[config.mk]
export PLATFORM = sky130hd
export DESIGN_NAME = bthph_device_flat
export DESIGN_NICKNAME = d
export VERILOG_FILES = /design/src/bthph_pkg.sv /design/src/bthph_if.sv /design/src/bthph_sync.sv /design/src/bthph_device.sv /design/src/flat_wrapper.sv
export VERILOG_INCLUDE_DIRS = /design/src /design/src/src
export SDC_FILE = /design/constraint.sdc
export NUM_CORES = 1
export LEC_CHECK = 0
export ABC_CLOCK_PERIOD_IN_PS = 2350
export BUFFER_PORTS_ARGS = -buffer_cell sky130_fd_sc_hd__buf_2
export CORE_UTILIZATION = 54
export CTS_CLUSTER_SIZE = 8
export DETAILED_ROUTE_END_ITERATION = 7
export PLACE_DENSITY = 0.85
export SLEW_MARGIN = 10
export SYNTH_ARGS = -nofsm -noshare
export SYNTH_HDL_FRONTEND = slang
export SYNTH_SLANG_ARGS = --single-unit
[constraint.sdc]
create_clock -name core_clk -period 2.35 [get_ports core_clk]
set_input_delay 0.3525 -clock core_clk [delete_from_list [all_inputs] [get_ports core_clk]]
set_output_delay 0.3525 -clock core_clk [all_outputs]
set_load 0.01 [all_outputs]
[src/bthph_cfg.svh]
// constants for the bluetooth host power handshake block
`ifndef BTHPH_CFG_SVH
`define BTHPH_CFG_SVH
`define BTHPH_REF_SETTLE_NS   1000
`define BTHPH_CLK_NS          5
`define BTHPH_REF_SETTLE_CYC  ((`BTHPH_REF_SETTLE_NS + `BTHPH_CLK_NS - 1) / `BTHPH_CLK_NS)
`define BTHPH_IO_SETTLE_CYC   8
`define BTHPH_CNT_W           12
`define BTHPH_PADFUNC_RESET   2'h0
`define BTHPH_SLEEP_IDLE_CYC  16
`define BTHPH_OFF_CTRL        12'h000
`define BTHPH_OFF_STAT        12'h004
`define BTHPH_OFF_MASK        12'h008
`define BTHPH_OFF_RFPD        12'h00C
`define BTHPH_B_UART          0
`define BTHPH_B_DWPOL         1
`define BTHPH_B_HWPOL         2
`define BTHPH_B_EXTREF        3
`define BTHPH_B_HOSTATT       4
`define BTHPH_B_WLANCLK       5
`define BTHPH_B_SLEEPOK       6
`define BTHPH_B_AWAKE         0
`define BTHPH_B_RTSLOW        1
`define BTHPH_B_CLKREQ        2
`define BTHPH_B_READY         3
`endif

[src/bthph_pkg.sv]
// state types for the device and host ends of the power handshake
package bthph_pkg;
    typedef enum logic [2:0] {
        BTHPH_OFF,
        BTHPH_REFWAIT,
        BTHPH_IOSETTLE,
        BTHPH_AWAKE,
        BTHPH_SLEEP
    } bthph_state_e;
    typedef enum logic [1:0] {
        BTHPH_H_IDLE,
        BTHPH_H_IOCFG,
        BTHPH_H_ENABLE
    } bthph_hstate_e;
endpackage

[src/bthph_if.sv]
// pins between the radio device and the host processor
`timescale 1ns/1ps
interface bthph_if;
    logic devWakeRequestIn;   // host to device wake request
    logic hostAttentionOut;   // device to host wake
    logic radioEnableIn;      // host enable of the bluetooth core
    logic uartRequestToSendLow;  // device rts, active low
    logic uartClearToSendLow;    // host cts, active low
    logic clkReqOut;          // device reference clock request
    modport device (
        input  devWakeRequestIn,
        input  radioEnableIn,
        input  uartClearToSendLow,
        output hostAttentionOut,
        output uartRequestToSendLow,
        output clkReqOut
    );
    modport host (
        output devWakeRequestIn,
        output radioEnableIn,
        output uartClearToSendLow,
        input  hostAttentionOut,
        input  uartRequestToSendLow,
        input  clkReqOut
    );
endinterface

[src/bthph_sync.sv]
// two flip-flop level synchroniser
`timescale 1ns/1ps
module bthph_sync
    import bthph_pkg::*;
(
    input  wire logic core_clk,
    input  wire logic rstn,
    input  wire logic resetVal,
    input  wire logic asyncIn,
    output logic      syncOut
);
    logic stage1;   // metastability catcher, read only by stage two
    // two stages; reset value low, input inverted ahead of stage one while resetVal is high
    always_ff @(posedge core_clk or negedge rstn) begin
        if (!rstn) begin
            stage1  <= 1'b0;
            syncOut <= 1'b0;
        end else begin
            stage1  <= asyncIn ^ resetVal;
            syncOut <= stage1;
        end
    end
endmodule

[src/bthph_device.sv]
// device end: wake handshake, clock request, startup and rf power-down
`timescale 1ns/1ps
`include "bthph_cfg.svh"
// Contract
// RQ1: handshake pins used only in uart mode
// RQ2: wake asserted keeps or makes core awake
// RQ3: wake released allows sleep after criteria
// RQ4: host stays awake while attention asserted
// RQ5: host may sleep after attention drops
// RQ6: wake and attention polarity set by software
// RQ7: clock request high when bt or wlan needs
// RQ8: pad function selection reads zero
// RQ9: host configures pins, then raises enable
// RQ10: settle pins after reset and ref settling
// RQ11: rts low after cts low once ready
// RQ12: clock request raised after enable, external ref
// RQ13: separate tx rx pll pa power-downs
// RQ14: power actions from software or baseband packets
// RQ15: core held in reset while enable low
// RQ16: synchronise wake and cts inputs first
module bthph_device
    import bthph_pkg::*;
(
    input  wire logic        core_clk,
    input  wire logic        rstn,
    bthph_if.device          pins,
    input  wire logic        psel,
    input  wire logic        penable,
    input  wire logic        pwrite,
    input  wire logic [11:0] paddr,
    input  wire logic [31:0] pwdata,
    output logic      [31:0] prdata,
    output logic             pready,
    output logic             pslverr,
    input  wire logic        basebandPktActive,
    input  wire logic [3:0]  basebandPdReq,
    output logic      [3:0]  rfPowerDown,
    output logic      [1:0]  padFunction,
    output logic             irq
);
    // state, control and status storage
    bthph_state_e state;       // core power state
    bthph_state_e next_state;  // next core power state
    logic [7:0]  ctrl;         // software control bits
    logic [3:0]  stat;         // sticky event bits
    logic [3:0]  mask;         // interrupt mask
    logic [3:0]  swPd;         // software power-down request
    logic [`BTHPH_CNT_W-1:0] cnt;  // settle and idle counter
    logic        coreRstn;     // internal reset, enable and rstn
    logic        enSync;       // synchronised enable
    logic        wakeSync;     // synchronised wake, polarity applied
    logic        ctsSync;      // synchronised cts low level
    logic        hostAttOut;   // attention pin register
    logic        rtsLow;       // rts pin register
    logic        clkReq;       // clock request pin register
    // synchronisers for the asynchronous host pins; only their second
    // stage is read by the logic below
    // enable: active high, idle low
    bthph_sync uEn (.core_clk(core_clk), .rstn(rstn), .resetVal(1'b0),
        .asyncIn(pins.radioEnableIn), .syncOut(enSync)); // RQ16
    // wake: polarity is folded in ahead of the first stage, so the
    // synchronised level is active high in either setting
    bthph_sync uWake (.core_clk(core_clk), .rstn(rstn),
        .resetVal(~ctrl[`BTHPH_B_DWPOL]),
        .asyncIn(pins.devWakeRequestIn), .syncOut(wakeSync)); // RQ16 RQ6
    // cts: active low pin, synchronised level is high while asserted
    bthph_sync uCts (.core_clk(core_clk), .rstn(rstn), .resetVal(1'b1),
        .asyncIn(pins.uartClearToSendLow), .syncOut(ctsSync)); // RQ16
    // the core stays in reset until enable has passed both synchroniser stages,
    // so a glitch sampled high on one edge still lifts coreRstn for a cycle
    assign coreRstn = rstn & enSync; // RQ15
    // bus decode: an access is the second cycle of a transfer
    wire accessCyc = psel & penable;
    wire wrCyc     = accessCyc & pwrite;
    wire rdCyc     = accessCyc & ~pwrite;
    // one hit per register word; any other address is refused
    wire hitCtrl   = paddr == `BTHPH_OFF_CTRL;
    wire hitStat   = paddr == `BTHPH_OFF_STAT;
    wire hitMask   = paddr == `BTHPH_OFF_MASK;
    wire hitRfpd   = paddr == `BTHPH_OFF_RFPD;
    wire hitAny    = hitCtrl | hitStat | hitMask | hitRfpd;
    // control and state decode
    wire uartMode  = ctrl[`BTHPH_B_UART];
    // rts may answer only once the settling phases are over
    wire ready     = (state == BTHPH_AWAKE) | (state == BTHPH_SLEEP);
    wire awake     = state == BTHPH_AWAKE;
    // wake request counts only in uart mode
    wire wakeReq   = uartMode & wakeSync; // RQ1 RQ2
    // sleep needs software consent, no packet traffic and a quiet spell
    wire sleepOk   = ctrl[`BTHPH_B_SLEEPOK] & ~basebandPktActive &
                     (cnt == `BTHPH_CNT_W'(`BTHPH_SLEEP_IDLE_CYC));
    // one counter times both settling phases
    wire cntDone   = (state == BTHPH_REFWAIT) ?
                     (cnt == `BTHPH_CNT_W'(`BTHPH_REF_SETTLE_CYC)) :
                     (cnt == `BTHPH_CNT_W'(`BTHPH_IO_SETTLE_CYC));
    // attention is raised by software, and only in uart mode
    wire attLevel  = uartMode & ctrl[`BTHPH_B_HOSTATT]; // RQ1
    // events: rts asserted, clock request, woken, ready to sleep
    wire [3:0] evt = {awake & ctsSync & ready, clkReq,
                      ~awake & wakeReq, awake & ~wakeReq};
    // read data selection; unmapped words read zero
    wire [31:0] rdMux = hitCtrl ? {24'h000000, ctrl} :
                        hitStat ? {28'h0000000, stat} :
                        hitMask ? {28'h0000000, mask} :
                        hitRfpd ? {28'h0000000, swPd} :
                                  32'h00000000;
    // startup and sleep sequencing
    always_comb begin
        next_state = state;
        case (state)
            // leave power-on reset at once and time the reference
            BTHPH_OFF:      next_state = BTHPH_REFWAIT;
            // reference clock settling time
            BTHPH_REFWAIT:  if (cntDone) next_state = BTHPH_IOSETTLE; // RQ10
            // io pins settle to their defined levels
            BTHPH_IOSETTLE: if (cntDone) next_state = BTHPH_AWAKE; // RQ10
            // stay awake while the host wants us or sleep is refused
            BTHPH_AWAKE:    if (!wakeReq && sleepOk) begin
                next_state = BTHPH_SLEEP; // RQ3
            end
            // host wake request or packet handling brings the core back
            BTHPH_SLEEP:    if (wakeReq || basebandPktActive) begin
                next_state = BTHPH_AWAKE; // RQ2 RQ14
            end
            // unreachable codes fall back to the reset state
            default:        next_state = BTHPH_OFF;
        endcase
    end
    // state and counter, held in reset while enable is low
    // the counter restarts on a state change and on any activity, and
    // stops at full scale so that it cannot wrap into a false match
    always_ff @(posedge core_clk or negedge coreRstn) begin
        if (!coreRstn) begin
            state <= BTHPH_OFF; // RQ15
            cnt   <= '0;
        end else begin
            state <= next_state;
            if (next_state != state || wakeReq || basebandPktActive) begin
                cnt <= '0;
            end else if (cnt != {`BTHPH_CNT_W{1'b1}}) begin
                cnt <= cnt + 1'b1;
            end
        end
    end
    // pin registers
    always_ff @(posedge core_clk or negedge coreRstn) begin
        if (!coreRstn) begin
            // idle pins: attention low, rts deasserted, no clock request
            hostAttOut  <= 1'b0;
            rtsLow      <= 1'b1;
            clkReq      <= 1'b0;
            // every rf sub-block is powered down until the core is awake
            rfPowerDown <= 4'hF;
            padFunction <= `BTHPH_PADFUNC_RESET; // RQ8
        end else begin
            // attention level in the software chosen polarity
            hostAttOut  <= attLevel ~^ ctrl[`BTHPH_B_HWPOL]; // RQ6 RQ4 RQ5
            // rts low only while ready and the host holds cts asserted
            rtsLow      <= ~(ready & ctsSync); // RQ11
            // clock request for an external reference; in sleep it stays
            // up only while the wlan side still needs the clock
            clkReq      <= ctrl[`BTHPH_B_EXTREF] & (~(state == BTHPH_SLEEP)
                           | ctrl[`BTHPH_B_WLANCLK]); // RQ7 RQ12
            // software or baseband power-downs, everything off in sleep
            rfPowerDown <= awake ? (swPd | basebandPdReq) : 4'hF; // RQ13 RQ14
            // pad function select is fixed at zero
            padFunction <= `BTHPH_PADFUNC_RESET; // RQ8
        end
    end
    // software registers, cleared by rstn only so that settings survive
    // a low enable; sticky status with read-to-clear where set wins
    always_ff @(posedge core_clk or negedge rstn) begin
        if (!rstn) begin
            ctrl <= 8'h00;
            mask <= 4'h0;
            swPd <= 4'h0;
            stat <= 4'h0;
            irq  <= 1'b0;
        end else begin
            // control, mask and software power-down words
            if (wrCyc && hitCtrl) ctrl <= pwdata[7:0]; // RQ6 RQ14
            if (wrCyc && hitMask) mask <= pwdata[3:0];
            if (wrCyc && hitRfpd) swPd <= pwdata[3:0]; // RQ13
            // a status read clears the word, but an event in the same
            // cycle still sets its bit
            stat <= ((rdCyc && hitStat) ? 4'h0 : stat) | evt;
            // level interrupt, one cycle behind the status
            irq  <= |(stat & mask);
        end
    end
    // apb answer in the access cycle, no wait states
    always_ff @(posedge core_clk or negedge rstn) begin
        if (!rstn) begin
            prdata  <= 32'h00000000;
            pready  <= 1'b0;
            pslverr <= 1'b0;
        end else begin
            // ready rises in setup and stands through the access cycle
            pready  <= psel & ~penable;
            // refused when the address hits no register
            pslverr <= psel & ~penable & ~hitAny;
            // read data taken in setup so it stands in the access cycle
            prdata  <= rdMux;
        end
    end
    // pins come straight from their registers
    assign pins.hostAttentionOut     = hostAttOut;
    assign pins.uartRequestToSendLow = rtsLow;
    assign pins.clkReqOut            = clkReq;
endmodule

[src/flat_wrapper.sv]
// flat-port wrapper written by rule: the top's interface ports become plain ports
module bthph_device_flat import bthph_pkg::*;
  (core_clk, rstn, psel, penable, pwrite, paddr, pwdata, prdata, pready, pslverr, basebandPktActive, basebandPdReq, rfPowerDown, padFunction, irq, pins_devWakeRequestIn, pins_radioEnableIn, pins_uartClearToSendLow, pins_hostAttentionOut, pins_uartRequestToSendLow, pins_clkReqOut);
  bthph_if pins_i ();
  input  wire logic core_clk;
  input  wire logic rstn;
  input  wire logic psel;
  input  wire logic penable;
  input  wire logic pwrite;
  input  wire logic [11:0] paddr;
  input  wire logic [31:0] pwdata;
  output logic      [31:0] prdata;
  output logic pready;
  output logic pslverr;
  input  wire logic basebandPktActive;
  input  wire logic [3:0] basebandPdReq;
  output logic      [3:0] rfPowerDown;
  output logic      [1:0] padFunction;
  output logic irq;
  input wire logic [$bits(pins_i.devWakeRequestIn)-1:0] pins_devWakeRequestIn;
  input wire logic [$bits(pins_i.radioEnableIn)-1:0] pins_radioEnableIn;
  input wire logic [$bits(pins_i.uartClearToSendLow)-1:0] pins_uartClearToSendLow;
  output wire logic [$bits(pins_i.hostAttentionOut)-1:0] pins_hostAttentionOut;
  output wire logic [$bits(pins_i.uartRequestToSendLow)-1:0] pins_uartRequestToSendLow;
  output wire logic [$bits(pins_i.clkReqOut)-1:0] pins_clkReqOut;
  assign pins_i.devWakeRequestIn = pins_devWakeRequestIn;
  assign pins_i.radioEnableIn = pins_radioEnableIn;
  assign pins_i.uartClearToSendLow = pins_uartClearToSendLow;
  assign pins_hostAttentionOut = pins_i.hostAttentionOut;
  assign pins_uartRequestToSendLow = pins_i.uartRequestToSendLow;
  assign pins_clkReqOut = pins_i.clkReqOut;
  bthph_device u_core (.core_clk(core_clk), .rstn(rstn), .pins(pins_i), .psel(psel), .penable(penable), .pwrite(pwrite), .paddr(paddr), .pwdata(pwdata), .prdata(prdata), .pready(pready), .pslverr(pslverr), .basebandPktActive(basebandPktActive), .basebandPdReq(basebandPdReq), .rfPowerDown(rfPowerDown), .padFunction(padFunction), .irq(irq));
endmodule
==> impl_metrics.py <==
metrics = {
    "sta": {
        "clock_skew_ns": 0.00943,
        "period_needed_ns": 2.21,
        "final_hold_viol_count": 0,
        "fin_ws_ns": 0.139,
        "maxSlewViolCount": 0,
        "holdWs_ns": 0.0971,
        "max_freq_mhz": 452,
        "maxSlewHeadroom_pct": 68.2,
        "setup_violations": 0,
        "period_share_pct": 94.1,
        "worst_slew_pin_slew_ns": 0.465,
    },
    "synth": {
        "synth_warnings": 0,
        "synth.top_cell.area_share_pct": 46.7,
        "ys_seq_area_share_pct": 51.3,
        "syn_area_sq_mm": 0.00289,
        "synth.distinct_cells": 54,
        "synth_edf_count": 0,
        "synthTopCellsByArea": "dfrtp_1 (47%), buf_4 (7.0%), mux2_2 (6.2%)",
        "synth-async-reset-ratio_pct": 100,
        "avgSynthCellArea_sq_um": 11.6,
        "synth_flop_cell": "dfrtp_1",
        "synth-seq-cells": 59,
        "yosysMostFrequentCell": "dfrtp_1",
        "post-synth-top-area-cell": "dfrtp_1",
        "synth_common_cells": "dfrtp_1 (54), buf_4 (27), mux2_2 (16)",
        "synth_cells": 249,
    },
    "detailed_routing": {
        "routed_wirelength_um": 6070,
        "drt_iter0_drc": 109,
        "first_pass_iters": 4,
        "drc": 0,
        "vias": 2052,
        "wl_per_cell_um": 15.9,
        "antenna_left": 0,
        "viasPerCell": 5.37,
    },
    "setup_path": {
        "slowest_delay_ns": 0.44,
        "cp_top_family": "simple AND/OR/NAND/NOR gates",
        "critical_path.cell_chain": "inv_1, ha_1, or3b_4, nor4_4, a31oi_1, inv_1, a2111oi_0",
        "cpMaxStageDelayCell": "dfrtp_1",
        "end_kind": "flop",
        "critPathArrivalTime_ns": 2.41,
        "path_max_fanout": 11,
        "required_ns": 2.55,
        "crit_type": "reg2reg",
        "path_buf_inv": 2,
        "start_kind": "flop",
        "cpMostUsedCell": "inv_1",
    },
    "grt": {
        "grt_pass1_wl_um": 9150,
        "antenna_found_initial": 0,
        "grt_max_degree": 38,
        "grt_pass1_vias": 1921,
        "grt_overflow": 0,
        "track_usage_pct": 23.2,
    },
    "floorplanning": {
        "die_w_um": 75.2,
        "dieHeight_um": 75.2,
        "coreArea_sq_mm": 0.00514,
        "start_util_pct": 56.3,
        "io_pins": 101,
        "die_area_sq_mm": 0.00565,
        "rows": 26,
    },
    "worst_hold_path": {
        "min_path_type": "in2async",
    },
    "clocking": {
        "cts_root_buffer": "clkbuf_8",
        "cts_setup_buffers": 0,
        "htreeDepth": 3,
        "numCtsBuffers": 9,
        "cts_resized": 0,
        "clock-sinks": 59,
        "path_clk_slew_ns": 0.07,
        "cts_tree": "done",
        "clock_latency_ns": 0.35,
        "ctsHoldBuffers": 0,
        "clockBufferDepth": 2,
    },
    "pwr": {
        "irDropWorstVdd_mv": 0.428,
        "total_power_uw": 2140,
        "leakagePower_uw": 0.00162,
        "p_per_area_mw_per_mm2": 640,
    },
    "final_layout": {
        "fill_cells": 424,
        "syn2layout_area_growth_pct": 15.7,
        "nets": 366,
        "fin_area_sq_mm": 0.00335,
        "drive_above_1_share_pct": 38.1,
        "insertedDiodeCount": 0,
    },
    "placed_design": {
        "dp_hpwl_um": 4130,
        "place.port_buffers": 50,
        "dpl-instance-area_sq_mm": 0.00313,
        "dpl_worst_slack_ns": 0.0646,
        "gp_congestion": 0.854,
    },
    "outcome": {
        "run_status": "finished, final reports clean",
    },
    "run": {
        "cap_violations": 0,
    },
}
-- layout by cell type (no fill, tap or decap), drive strengths merged, types with 3 or more instances in the layout --
master  Yosys  routed
nand3       9       9
mux4        4       4
dfrtp      54      54
mux2i       4       4
a31oi       4       4
mux2       16      16
o21ai       8       8
nor4        6       6
and3        5       5
conb        1      26
nor2       14      14
nand2      11      11
a21oi       4       4
or3         5       5
nand4       4       4
inv         7       8
clkbuf      5      10
or4         3       3
buf        29      56
and2        6       6
nor3       11      11
dfstp       5       5
-- per-stage QoR --
step	util [%]	instances	TNS, ns
2_1_floorplan	-	274	0
3_3_place_gp	60.9	365	0
3_5_place_dp	60.9	365	0
4_1_cts	64.8	381	0
5_1_grt	65.1	382	-0.00915
6_report	65.1	382	0
-- path summary, 6_finish.rpt --
kind | cells past startpoint | end | slack (ns) | startpoint
hold reg to reg | 0 | u_core.uEn.syncOut | 0.36 | u_core.uEn.stage1
setup / recovery | 7 | u_core.cnt[3] | 0.14 | u_core.cnt[1]
max in group asynchronous | 2 | u_core.rfPowerDown[3] | 1.63 | u_core.uEn.syncOut
min in group core_clk | 1 | u_core.uEn.stage1 | 0.11 | pins_radioEnableIn
hold / removal | 2 | u_core.swPd[2] | 0.1 | rstn
setup reg to reg | 7 | u_core.cnt[3] | 0.14 | u_core.cnt[1]
-- worst register-to-register path: stages, from the launching register on --
cell,delay (ns)
dfrtp_1,0.44
inv_1,0.09
ha_1,0.15
or3b_4,0.41
nor4_4,0.37
a31oi_1,0.16
inv_1,0.31
a2111oi_0,0.14
-- where the power goes --
| part | switching [uW] | total, uW | internal, uW |
|---|---|---|---|
| Clock | 418 | 935 | 517 |
| Sequential | 16.1 | 1050 | 1040 |
| Combinational | 98.0 | 157 | 58.7 |
-- cell families after synthesis --
logic type	Yosys count	share of synthesized area, %
fa+ha+maj	2	0.865
mux	24	10.7
other cells	1	0.130
buf+inv	41	9.00
simple gates	87	19.5
flops	59	51.3
compound gates	31	7.31
xor+xnor	4	1.21
-- flip-flops by register name (all words and copies together) (netlist names), 3 cells and up --
register            count
u_core.cnt             12
u_core.ctrl             8
u_core.mask             4
u_core.prdata           8
u_core.rfPowerDown      4
u_core.stat             4
u_core.state            3
u_core.swPd             4
-- final cells by class --
type                    instances  area, sq um  share of cell area, %
well taps                      70         87.6                   2.62
inverters                       7         26.3                  0.785
flip-flops and latches         59         1480                   44.3
clock buffers                  10          138                   4.11
repair buffers                 56          295                   8.82
clock inverters                 6         63.8                   1.91
multi-input cells             174         1250                   37.5
-- layer usage --
metal / wire length, um / global-route usage [%] / share of wire [%] / vias up
met3: 334 / 8.70 / 5.5 / 11
li1: - / - / - / 966
met1: 2560 / 29.9 / 42 / 1010
met4: 116 / 9.47 / 1.9 / 0
met5: 0 / 0 / 0 / -
met2: 3050 / 35.7 / 50 / 65
Power figures use the tool's default switching activity.
